## src/verilog/uep_pkg.sv

```systemverilog
package uep_pkg;
    // ****************************************************************
    // control/status register layout of the device transmit endpoint
    // ****************************************************************
    localparam int CSR_W = 16;
    localparam int B_ISO = 14;
    localparam int B_DIR_TX = 13;
    localparam int B_DMA_EN = 12;
    localparam int B_TOG_FORCE = 11;
    localparam int B_DMA_STYLE = 10;
    localparam int B_TOG_ZERO = 6;
    localparam int B_HALT_REP = 5;
    localparam int B_HALT_REQ = 4;
    localparam int B_DISCARD = 3;
    localparam int B_UNDERRUN = 2;
    localparam int B_HAS_PKT = 1;
    localparam int B_LOADED = 0;
    localparam logic [15:0] CSR_RESET = 16'h0000;
    localparam int PKT_SLOTS = 2;

    // ****************************************************************
    // link answer codes
    // ****************************************************************
    typedef enum logic [1:0]
    {
        RESP_NAK = 2'h0,
        RESP_DATA0 = 2'h1,
        RESP_DATA1 = 2'h2,
        RESP_STALL = 2'h3
    } uep_resp_t;

    // ****************************************************************
    // controller register map (AXI4-Lite, byte addresses)
    // ****************************************************************
    localparam logic [3:0] OFS_CTRL = 4'h0;
    localparam logic [3:0] OFS_STAT = 4'h4;
    localparam logic [3:0] OFS_MASK = 4'h8;
    localparam logic [3:0] OFS_LAST = 4'hc;
    localparam int C_ISSUE = 0;
    localparam int C_AUTO_ACK = 1;
    localparam int S_DATA = 0;
    localparam int S_STALL = 1;
    localparam int S_NAK = 2;
    localparam int STAT_W = 3;
    localparam logic [1:0] AXI_OKAY = 2'h0;
    localparam logic [1:0] AXI_SLVERR = 2'h2;

    typedef enum logic [1:0]
    {
        HS_IDLE = 2'h0,
        HS_WAIT = 2'h1,
        HS_ACK = 2'h3
    } uep_host_st_t;
endpackage
```

## src/verilog/uep_link_if.sv

```systemverilog
`timescale 1ns/1ps
`default_nettype none
interface uep_link_if;
    logic in_token;
    logic ack;
    logic resp_valid;
    uep_pkg::uep_resp_t resp_code;

    modport dev
    (
        input in_token,
        input ack,
        output resp_valid,
        output resp_code
    );
    modport host
    (
        output in_token,
        output ack,
        input resp_valid,
        input resp_code
    );
endinterface
`default_nettype wire

```

## src/verilog/uep_dev_end.sv

```systemverilog
// Overview of operation
// bit 14 selects isochronous, else bulk/interrupt
// bit 13 sets direction for shared FIFO
// DMA requests only while bit 12 set
// force bit flips toggle, drops packet regardless
// software keeps DMA style bit at zero
// toggle-zero strobe clears toggle, reads zero
// after STALL set flag, flush, clear loaded
// halt request answers IN tokens with STALL
// halt request ignored for isochronous endpoint
// discard write drops packet, clears loaded
// discard ignored unless packet loaded
// double buffer may need two discards
// IN token without packet sets underrun flag
// queue flag set while packet in FIFO
// software sets loaded, device clears after send
// loaded falling raises enabled endpoint interrupt
// all fields reset zero, reserved read zero
// toggle advances after each acknowledged packet
//
// Chosen here: the AXI4-Lite interface to the registers and the placing of the registers.
`timescale 1ns/1ps
`default_nettype none
module uep_dev_end
#(
    parameter int SLOTS = uep_pkg::PKT_SLOTS
)
(
    uep_link_if.dev link, // token link to the host
    input wire logic I_CLK_SYS, // system clock
    input wire logic I_SRST, // synchronous reset, active high
    input wire logic I_CSR_WE, // register write strobe
    input wire logic [15:0] I_CSR_WDATA, // register write data
    output logic [15:0] O_CSR_RDATA, // register read view
    input wire logic I_SHARED_FIFO, // FIFO shared by both directions
    input wire logic I_IRQ_EN, // endpoint interrupt enable
    output logic O_IRQ, // endpoint interrupt pulse
    output logic O_DMA_REQ, // DMA request for a new packet
    output logic O_DIR_TX, // endpoint works as transmitter
    output logic O_FIFO_RST, // FIFO pointer reset pulse
    output logic [1:0] O_PKT_COUNT // packets in the FIFO
);
    // ****************************************************************
    // state
    // ****************************************************************
    logic iso_q, dir_tx_q, dma_en_q, tog_force_q, dma_style_q;
    logic halt_rep_q, halt_req_q, underrun_q, has_pkt_q, loaded_q;
    logic loaded_d, has_pkt_d;
    logic toggle_q, wait_ack_q;
    logic [1:0] cnt_q, cnt_d;
    logic [15:0] wd;
    logic tx_active, stall_now, send_now, under_now, sent_done, flush_now;
    logic load_now, tog_flip, drop_one;

    assign wd = I_CSR_WDATA;

    // ****************************************************************
    // link events
    // ****************************************************************
    assign tx_active = !I_SHARED_FIFO || dir_tx_q;
    assign stall_now = link.in_token && tx_active && halt_req_q && !iso_q; // see R8
    assign send_now = link.in_token && tx_active && !stall_now && loaded_q;
    assign under_now = link.in_token && tx_active && !stall_now && !loaded_q;
    // iso and forced packets need no handshake; others wait for the ack
    assign sent_done = (send_now && (iso_q || tog_force_q)) // see R1
                     || (wait_ack_q && link.ack);
    assign flush_now = I_CSR_WE && wd[uep_pkg::B_DISCARD] && loaded_q; // see R10
    assign load_now = I_CSR_WE && wd[uep_pkg::B_LOADED] && !loaded_q;
    assign tog_flip = (wait_ack_q && link.ack) || (send_now && tog_force_q); // see R18
    assign drop_one = sent_done || flush_now;

    // ****************************************************************
    // software written control bits
    // ****************************************************************
    always_ff @(posedge I_CLK_SYS)
    begin
        if (I_SRST)
        begin
            iso_q <= 1'b0;
            dir_tx_q <= 1'b0;
            dma_en_q <= 1'b0;
            tog_force_q <= 1'b0;
            dma_style_q <= 1'b0;
            halt_req_q <= 1'b0;
        end
        else if (I_CSR_WE)
        begin
            iso_q <= wd[uep_pkg::B_ISO];
            dir_tx_q <= wd[uep_pkg::B_DIR_TX];
            dma_en_q <= wd[uep_pkg::B_DMA_EN];
            tog_force_q <= wd[uep_pkg::B_TOG_FORCE];
            dma_style_q <= wd[uep_pkg::B_DMA_STYLE]; // stored only
            halt_req_q <= wd[uep_pkg::B_HALT_REQ];
        end
    end

    // ****************************************************************
    // packet loaded bit and packet count
    // ****************************************************************
    always_comb
    begin
        loaded_d = loaded_q;
        if (stall_now || drop_one)
        begin
            loaded_d = 1'b0; // see R7 see R10
        end
        else if (load_now)
        begin
            loaded_d = 1'b1;
        end
    end

    always_comb
    begin
        cnt_d = cnt_q;
        if (stall_now)
        begin
            cnt_d = 2'h0;
        end
        else if (load_now && !drop_one && cnt_q < 2'(SLOTS))
        begin
            cnt_d = cnt_q + 2'h1;
        end
        else if (drop_one && !load_now && cnt_q != 2'h0)
        begin
            cnt_d = cnt_q - 2'h1; // see R10
        end
    end

    // set wins over a software clear in the same cycle
    assign has_pkt_d = (cnt_d != 2'h0)
                     || (has_pkt_q && !(I_CSR_WE && !wd[uep_pkg::B_HAS_PKT]));

    always_ff @(posedge I_CLK_SYS)
    begin
        if (I_SRST)
        begin
            loaded_q <= 1'b0;
            cnt_q <= 2'h0;
            has_pkt_q <= 1'b0;
        end
        else
        begin
            loaded_q <= loaded_d;
            cnt_q <= cnt_d;
            has_pkt_q <= has_pkt_d;
        end
    end

    // ****************************************************************
    // hardware set flags, cleared by writing zero
    // ****************************************************************
    always_ff @(posedge I_CLK_SYS)
    begin
        if (I_SRST)
        begin
            halt_rep_q <= 1'b0;
            underrun_q <= 1'b0;
        end
        else
        begin
            halt_rep_q <= stall_now
                       || (halt_rep_q && !(I_CSR_WE && !wd[uep_pkg::B_HALT_REP]));
            underrun_q <= under_now
                       || (underrun_q && !(I_CSR_WE && !wd[uep_pkg::B_UNDERRUN]));
        end
    end

    // ****************************************************************
    // data toggle and handshake wait
    // ****************************************************************
    always_ff @(posedge I_CLK_SYS)
    begin
        if (I_SRST)
        begin
            toggle_q <= 1'b0;
        end
        else if (I_CSR_WE && wd[uep_pkg::B_TOG_ZERO])
        begin
            toggle_q <= 1'b0;
        end
        else if (tog_flip)
        begin
            toggle_q <= !toggle_q; // see R18
        end
    end

    always_ff @(posedge I_CLK_SYS)
    begin
        if (I_SRST)
        begin
            wait_ack_q <= 1'b0;
        end
        else if (send_now && !iso_q && !tog_force_q)
        begin
            wait_ack_q <= 1'b1;
        end
        else if (link.ack || link.in_token || stall_now)
        begin
            wait_ack_q <= 1'b0; // a new token means a retry of the same packet
        end
    end

    // ****************************************************************
    // answer on the link
    // ****************************************************************
    always_ff @(posedge I_CLK_SYS)
    begin
        if (I_SRST)
        begin
            link.resp_valid <= 1'b0;
            link.resp_code <= uep_pkg::RESP_NAK;
        end
        else
        begin
            link.resp_valid <= link.in_token;
            if (stall_now)
            begin
                link.resp_code <= uep_pkg::RESP_STALL;
            end
            else if (send_now)
            begin
                link.resp_code <= toggle_q ? uep_pkg::RESP_DATA1 : uep_pkg::RESP_DATA0;
            end
            else
            begin
                link.resp_code <= uep_pkg::RESP_NAK;
            end
        end
    end

    // ****************************************************************
    // user side outputs
    // ****************************************************************
    always_ff @(posedge I_CLK_SYS)
    begin
        if (I_SRST)
        begin
            O_CSR_RDATA <= uep_pkg::CSR_RESET;
            O_IRQ <= 1'b0;
            O_DMA_REQ <= 1'b0;
            O_DIR_TX <= 1'b0;
            O_FIFO_RST <= 1'b0;
            O_PKT_COUNT <= 2'h0;
        end
        else
        begin
            // reserved bits and the toggle-zero strobe read zero; see R17
            O_CSR_RDATA <= {1'b0, iso_q, dir_tx_q, dma_en_q, tog_force_q,
                            dma_style_q, 3'h0, 1'b0, halt_rep_q, halt_req_q,
                            1'b0, underrun_q, has_pkt_q, loaded_q};
            O_IRQ <= loaded_q && !loaded_d && I_IRQ_EN;
            O_DMA_REQ <= dma_en_q && tx_active && !loaded_d;
            O_DIR_TX <= tx_active;
            O_FIFO_RST <= stall_now || flush_now; // see R7
            O_PKT_COUNT <= cnt_d;
        end
    end
endmodule // uep_dev_end
`default_nettype wire

```

## src/flat_wrapper.sv

```systemverilog
// flat-port wrapper written by rule: the top's interface ports become plain ports
module uep_dev_end_flat 
#(
    parameter int SLOTS = uep_pkg::PKT_SLOTS
)
  (I_CLK_SYS, I_SRST, I_CSR_WE, I_CSR_WDATA, O_CSR_RDATA, I_SHARED_FIFO, I_IRQ_EN, O_IRQ, O_DMA_REQ, O_DIR_TX, O_FIFO_RST, O_PKT_COUNT, link_in_token, link_ack, link_resp_valid, link_resp_code);
  uep_link_if link_i ();
  input wire logic I_CLK_SYS;
  input wire logic I_SRST;
  input wire logic I_CSR_WE;
  input wire logic [15:0] I_CSR_WDATA;
  output logic [15:0] O_CSR_RDATA;
  input wire logic I_SHARED_FIFO;
  input wire logic I_IRQ_EN;
  output logic O_IRQ;
  output logic O_DMA_REQ;
  output logic O_DIR_TX;
  output logic O_FIFO_RST;
  output logic [1:0] O_PKT_COUNT;
  input wire logic [$bits(link_i.in_token)-1:0] link_in_token;
  input wire logic [$bits(link_i.ack)-1:0] link_ack;
  output wire logic [$bits(link_i.resp_valid)-1:0] link_resp_valid;
  output wire logic [$bits(link_i.resp_code)-1:0] link_resp_code;
  assign link_i.in_token = link_in_token;
  assign link_i.ack = link_ack;
  assign link_resp_valid = link_i.resp_valid;
  assign link_resp_code = link_i.resp_code;
  uep_dev_end #(.SLOTS(SLOTS)) u_core (.link(link_i), .I_CLK_SYS(I_CLK_SYS), .I_SRST(I_SRST), .I_CSR_WE(I_CSR_WE), .I_CSR_WDATA(I_CSR_WDATA), .O_CSR_RDATA(O_CSR_RDATA), .I_SHARED_FIFO(I_SHARED_FIFO), .I_IRQ_EN(I_IRQ_EN), .O_IRQ(O_IRQ), .O_DMA_REQ(O_DMA_REQ), .O_DIR_TX(O_DIR_TX), .O_FIFO_RST(O_FIFO_RST), .O_PKT_COUNT(O_PKT_COUNT));
endmodule
```

## config.mk

```make
export PLATFORM = sky130hd
export DESIGN_NAME = uep_dev_end_flat
export DESIGN_NICKNAME = d
export VERILOG_FILES = /design/src/verilog/uep_pkg.sv /design/src/verilog/uep_link_if.sv /design/src/verilog/uep_dev_end.sv /design/src/flat_wrapper.sv
export SDC_FILE = /design/constraint.sdc
export NUM_CORES = 1
export LEC_CHECK = 0
export ABC_AREA = 1
export ABC_CLOCK_PERIOD_IN_PS = 1210
export BUFFER_PORTS_ARGS = -buffer_cell sky130_fd_sc_hd__buf_2
export CORE_MARGIN = 4
export CORE_UTILIZATION = 41
export CTS_CLUSTER_SIZE = 8
export DETAILED_ROUTE_END_ITERATION = 16
export PLACE_DENSITY_LB_ADDON = 0.08
export SLEW_MARGIN = 20
export SYNTH_ARGS = -nofsm -noshare
export SYNTH_HDL_FRONTEND = slang
export SYNTH_SLANG_ARGS = --single-unit
```

## constraint.sdc

```tcl
create_clock -name I_CLK_SYS -period 1.21 [get_ports I_CLK_SYS]
set_input_delay 0.0605 -clock I_CLK_SYS [delete_from_list [all_inputs] [get_ports I_CLK_SYS]]
set_output_delay 0.0605 -clock I_CLK_SYS [all_outputs]
set_load 0.01 [all_outputs]
```

Word level (Yosys, flattened, before mapping) --
Cells that the tools add are included.
Word-level totals: bits in registers 37, latch bits 0, bits in writable memories 0, ROM bits 0, memories 0
Cells by class: add/subtract/negate cells 2, multipliers 0, divide/modulo/power cells 0, magnitude comparators 1, equal/unequal tests 0, shift-type cells 0, mux-type cells 10, bitwise gates (word level) 0, reductions and logical operators 61
Operators by type and width (number):
- $logic_and A1 B1 Y1 | 30
- $logic_not A1 Y1 | 15
- $logic_or A1 B1 Y1 | 12
- $mux W2 | 6
- $reduce_bool A2 Y1 | 3
- $mux W1 | 4
- $add A2 B1 Y2 const B | 1
- $lt A2 B2 Y1 const B | 1
- $reduce_or A2 Y1 | 1
- $sub A2 B1 Y2 const B | 1

Depth between registers and ports, before layout --
depth in word-level cells 18, mapped depth 9, depth with buffers taken out 9

Worst setup path before layout --
Ideal clock, no wire load.
kind register -> register, from register u_core.cnt_q[0], to register u_core.has_pkt_q, arrival 1.128 ns, slack -0.039 ns, stages on the path, launching flop included 9, path buffers 0, clock period less this slack 1.249 ns, cell sequence dfxtp_1 -> inv_1 -> ha_1 -> a31oi_1 -> nand2_1 -> nand2_1 -> nand3_1 -> nand2_1 -> nand3_1
Between the ends: word-level cells in the longest chain between the ends 7, elaborated cells on any way between the ends 11, classes of those cells add/sub: 2; order compare: 1; mux: 3; reduce/logical: 5
Ends and longest elaborated chain:
- from (decl) | RTL line uep_dev_end.sv:50 | logic [1:0] cnt_q, cnt_d;
- from (signal assigned) | RTL line uep_dev_end.sv:145 | cnt_q <= cnt_d;
- parallel branches: the longest is 3 deep, another holds $sub A2 B1 Y2
- $mux W2 * | RTL line uep_dev_end.sv:120 | else if (load_now && !drop_one && cnt_q < 2'(SLOTS))
- $mux W2 * | RTL line uep_dev_end.sv:116 | if (stall_now)
- $reduce_bool A2 Y1 * | RTL line uep_dev_end.sv:131 | assign has_pkt_d = (cnt_d != 2'h0)
- $logic_or A1 B1 Y1 * | RTL line uep_dev_end.sv:132 | || (has_pkt_q && !(I_CSR_WE && !wd[uep_pkg::B_HAS_PKT]));
- to (signal assigned) | RTL line uep_dev_end.sv:146 | has_pkt_q <= has_pkt_d;
- to (decl) | RTL line uep_dev_end.sv:47 | logic halt_rep_q, halt_req_q, underrun_q, has_pkt_q, loaded_q;
Mark *: on every way between the ends. A chain may end at the register's enable or synchronous reset.

Final worst setup path --
from register u_core.iso_q, to register u_core.has_pkt_q
Between the ends: word-level cells in the longest chain between the ends 15, elaborated cells on any way between the ends 19, classes of those cells mux: 3; reduce/logical: 16
Ends and longest elaborated chain:
- from (decl) | RTL line uep_dev_end.sv:46 | logic iso_q, dir_tx_q, dma_en_q, tog_force_q, dma_style_q;
- from (signal assigned) | RTL line uep_dev_end.sv:88 | iso_q <= wd[uep_pkg::B_ISO];
- $logic_not A1 Y1 | RTL line uep_dev_end.sv:61 | assign stall_now = link.in_token && tx_active && halt_req_q && !iso_q;
- $logic_and A1 B1 Y1 | RTL line uep_dev_end.sv:61
- $logic_not A1 Y1 | RTL line uep_dev_end.sv:62 | assign send_now = link.in_token && tx_active && !stall_now && loaded_q;
- $logic_and A1 B1 Y1 (2 in series) | RTL line uep_dev_end.sv:62
- $logic_and A1 B1 Y1 | RTL line uep_dev_end.sv:65 | assign sent_done = (send_now && (iso_q || tog_force_q))
- $logic_or A1 B1 Y1 | RTL line uep_dev_end.sv:66 | || (wait_ack_q && link.ack);
- $logic_or A1 B1 Y1 | RTL line uep_dev_end.sv:70 | assign drop_one = sent_done || flush_now;
- $logic_and A1 B1 Y1 / $logic_not A1 Y1 (equally long branches) | RTL line uep_dev_end.sv:124, uep_dev_end.sv:120
- $logic_and A1 B1 Y1 (on tied branches) | RTL line uep_dev_end.sv:124, uep_dev_end.sv:120
- $mux W2 / $logic_and A1 B1 Y1 (equally long branches) | RTL line uep_dev_end.sv:124, uep_dev_end.sv:120
- $mux W2 | RTL line uep_dev_end.sv:120
- $mux W2 * | RTL line uep_dev_end.sv:116
- $reduce_bool A2 Y1 * | RTL line uep_dev_end.sv:131
- $logic_or A1 B1 Y1 * | RTL line uep_dev_end.sv:132
Mark *: on every way between the ends. The rest lies on a longest branch, timed or not.

==> flow_metrics.env <==
export IMPL_grt_first_pass_wirelength_um=4140
export IMPL_leakage_nw=0.851
export IMPL_path_class="register to register"
export IMPL_place_hpwl_um=1880
export IMPL_htree_levels=2
export IMPL_placed_area_um2=1430
export IMPL_crit_required_ps=1420
export IMPL_drtIter0Drc=21
export IMPL_fin_hold_ws_ps=11.0
export IMPL_setup_slack_ps=-72.3
export IMPL_rsz0062_at_grt="yes"
export IMPL_ant_nets=0
export IMPL_synth_top_family_by_area="simple AND/OR/NAND/NOR gates"
export IMPL_syn_area_um2=1160
export IMPL_gp_congestion=0.839
export IMPL_skew_ps=7.83
export IMPL_hold_class="input port to register"
export IMPL_fmaxAchievable_ghz=0.780
export IMPL_dp_slack_ps=-97.1
export IMPL_die_area_um2=3750
export IMPL_ys_warn_count=0
export IMPL_fp_dieW_um=61.2
export IMPL_final_cells=236
export IMPL_drv_slew=0
export IMPL_drc=0
export IMPL_viasPerCell=4.64
export IMPL_drive_gt1_share_pct=41.5
export IMPL_min_period_over_period_pct=106
export IMPL_synth_area_per_cell_um2=8.02
export IMPL_nets=230
export IMPL_track_usage_pct=15.6
export IMPL_violations="negative setup slack"
export IMPL_ys_ff_latch=31
export IMPL_powerDensity_nw_per_um2=1200
export IMPL_multi_input_comb_area_um2=482
export IMPL_die_h_um=61.2
export IMPL_start_util_pct=42.5
export IMPL_vias=1094
export IMPL_worstSetupEndpointType="register"
export IMPL_yosysSeqAreaShare_pct=53.4
export IMPL_cts_tree="yes"
export IMPL_synth_cells=145
export IMPL_synth_edff_count=0
export IMPL_fin_setup_tns_ps=-176
export IMPL_io_pins=48
export IMPL_largest_register="u_core.O_CSR_RDATA"
export IMPL_synth_simple_area_share_pct=20.6
export IMPL_peakVddDrop_v=0.000786
export IMPL_synth_xor_area_share_pct=0
export IMPL_dr_pass1_iters=4
export IMPL_port_buffers=37
export IMPL_cp_max_fo=5
export IMPL_core_area_um2=2730
export IMPL_row_count=19
export IMPL_area_growth_pct=41.7
export IMPL_ys_flop_type="dfxtp_1"
export IMPL_ys_types=24
export IMPL_top_regs="u_core.O_CSR_RDATA (10), u_core.cnt_q (2), u_core.link.resp_code (2)"
export IMPL_start_kind="register"
export IMPL_ys_async_sr_fraction_pct=0
export IMPL_antenna_cells=0
export IMPL_max_cap_viol_count=0
export IMPL_grt_max_degree=18
export IMPL_antenna_found_initial=0
export IMPL_clockBufferDepth=2
export IMPL_place_inst=219
export IMPL_timing_hold_violations_final=0
export IMPL_critPathArrivalTime_ps=1490
export IMPL_grt_pass1_vias=985
export IMPL_finalInstanceArea_um2=1650
export IMPL_routed_wl_um=2690
export IMPL_numCtsBuffers=5
export IMPL_cts_sinks=31
export IMPL_setup_viol=5
export IMPL_overflow=0
export IMPL_synthMuxAreaShare_pct=0
export IMPL_synth_compound_area_share_pct=11.9
export IMPL_status="finished, violations left"
export IMPL_clkSlewWorstSetupHoldPaths_ps=90
export IMPL_fin_crit_ps=1280
export IMPL_largest_reg_flops=10
export IMPL_nFillCells=254
export IMPL_seqCellArea_um2=628
export IMPL_clock_latency_ps=320
export IMPL_cts_root_buf="clkbuf_4"
export IMPL_post_drt_wl_per_cell_um=11.4
export IMPL_yosys_area_share_adder_pct=1.08
==> path summary, 6_finish.rpt <==
check / from / to / slack, ps / depth (start not counted)
setup reg to reg: u_core.iso_q$_SDFFE_PP0P_ / u_core.has_pkt_q$_SDFF_PP0_ / -70 / 8
hold reg to reg: u_core.halt_rep_q$_SDFF_PP0_ / u_core.O_CSR_RDATA[5]$_SDFF_PP0_ / 420 / 2
setup / recovery: u_core.iso_q$_SDFFE_PP0P_ / u_core.has_pkt_q$_SDFF_PP0_ / -70 / 8
hold / removal: link_ack / u_core.wait_ack_q$_SDFFE_PP0P_ / 10 / 4
==> cells in the final DEF (no fill, tap or decap) <==
cell,n
nand4_1,4
inv_1,18
buf_6,1
dfxtp_1,25
inv_4,1
nand2_4,3
dfxtp_2,6
o31ai_1,1
clkbuf_1,1
clkinv_1,1
o21ai_0,10
a31oi_2,1
dlygate4sd3_1,7
o21ai_2,1
nand3_1,5
buf_2,37
nand2_1,15
buf_4,13
conb_1,6
nor3_1,1
inv_2,4
nor2_1,14
ha_1,1
a21oi_2,1
a21oi_1,10
clkbuf_4,5
o211ai_1,1
nor2_4,2
nand3_2,5
nand2_2,5
==> where the power goes <==
group | switching (W) | internal (W) | leakage, nW
clock | 0.000301 | 0.000206 | 0.0242
sequential | 0.0000279 | 0.00109 | 0.257
combinational | 0.000192 | 0.000158 | 0.570
==> metal layers <==
layer,global-route usage [%],wire length (µm),up-vias
met4,7.43,49,0
met3,6.50,179,6
met5,0,0,-
met1,17.7,1120,491
met2,25.2,1350,27
li1,-,-,570
==> cells in the mapped netlist, types with 2 or more instances <==
cell type	number	area share, %
inv_1	19	6.1
o21ai_0	10	4.3
nor2_2	2	1.1
nand3_1	10	4.3
nor2_1	14	4.5
nand4_1	4	2.2
inv_2	4	1.3
buf_4	6	3.9
a21oi_1	10	4.3
nand2_2	3	1.6
dfxtp_1	31	53
nand2_1	20	6.5
==> metrics by stage <==
stage          total power, W  utilization, %
6_report              0.00197            60.2
3_3_place_gp          0.00141            52.1
3_5_place_dp          0.00142            52.1
4_1_cts               0.00195            57.0
5_1_grt               0.00211            60.2
2_1_floorplan         0.00131               -
==> area by class of cell <==
cell class / count / share of cell area, %
Sequential cell: 31 / 38.1
Multi-Input combinational cell: 86 / 29.3
Timing Repair Buffer: 58 / 22.1
Inverter: 24 / 5.62
Clock buffer: 6 / 2.51
Tap cell: 31 / 2.36
==> what timing repair did <==
item | in CTS | in global routing
hold buffers | 7 | 0
gates resized for setup | 5 | 18
hold endpoints to repair | 7 | 0
buffers inserted | 1 | 3
setup endpoints to repair | 3 | 8
pin swaps | 3 | 10
==> critical path, stage by stage (launching register included) <==
cell	delay, ps
dfxtp_2	340
inv_4	70
nand2_4	50
nand4_1	190
nand3_2	140
o21ai_0	180
inv_1	70
nand2_2	60
nand3_1	60
==> cells by family (layout without fill, tap and decap cells) <==
logic type	Yosys count	after routing
compound gates	25	25
fa+ha+maj	1	1
buf+inv	33	88
flops	31	31
other cells	1	6
simple gates	54	54
(Power assumes the default switching activity.)
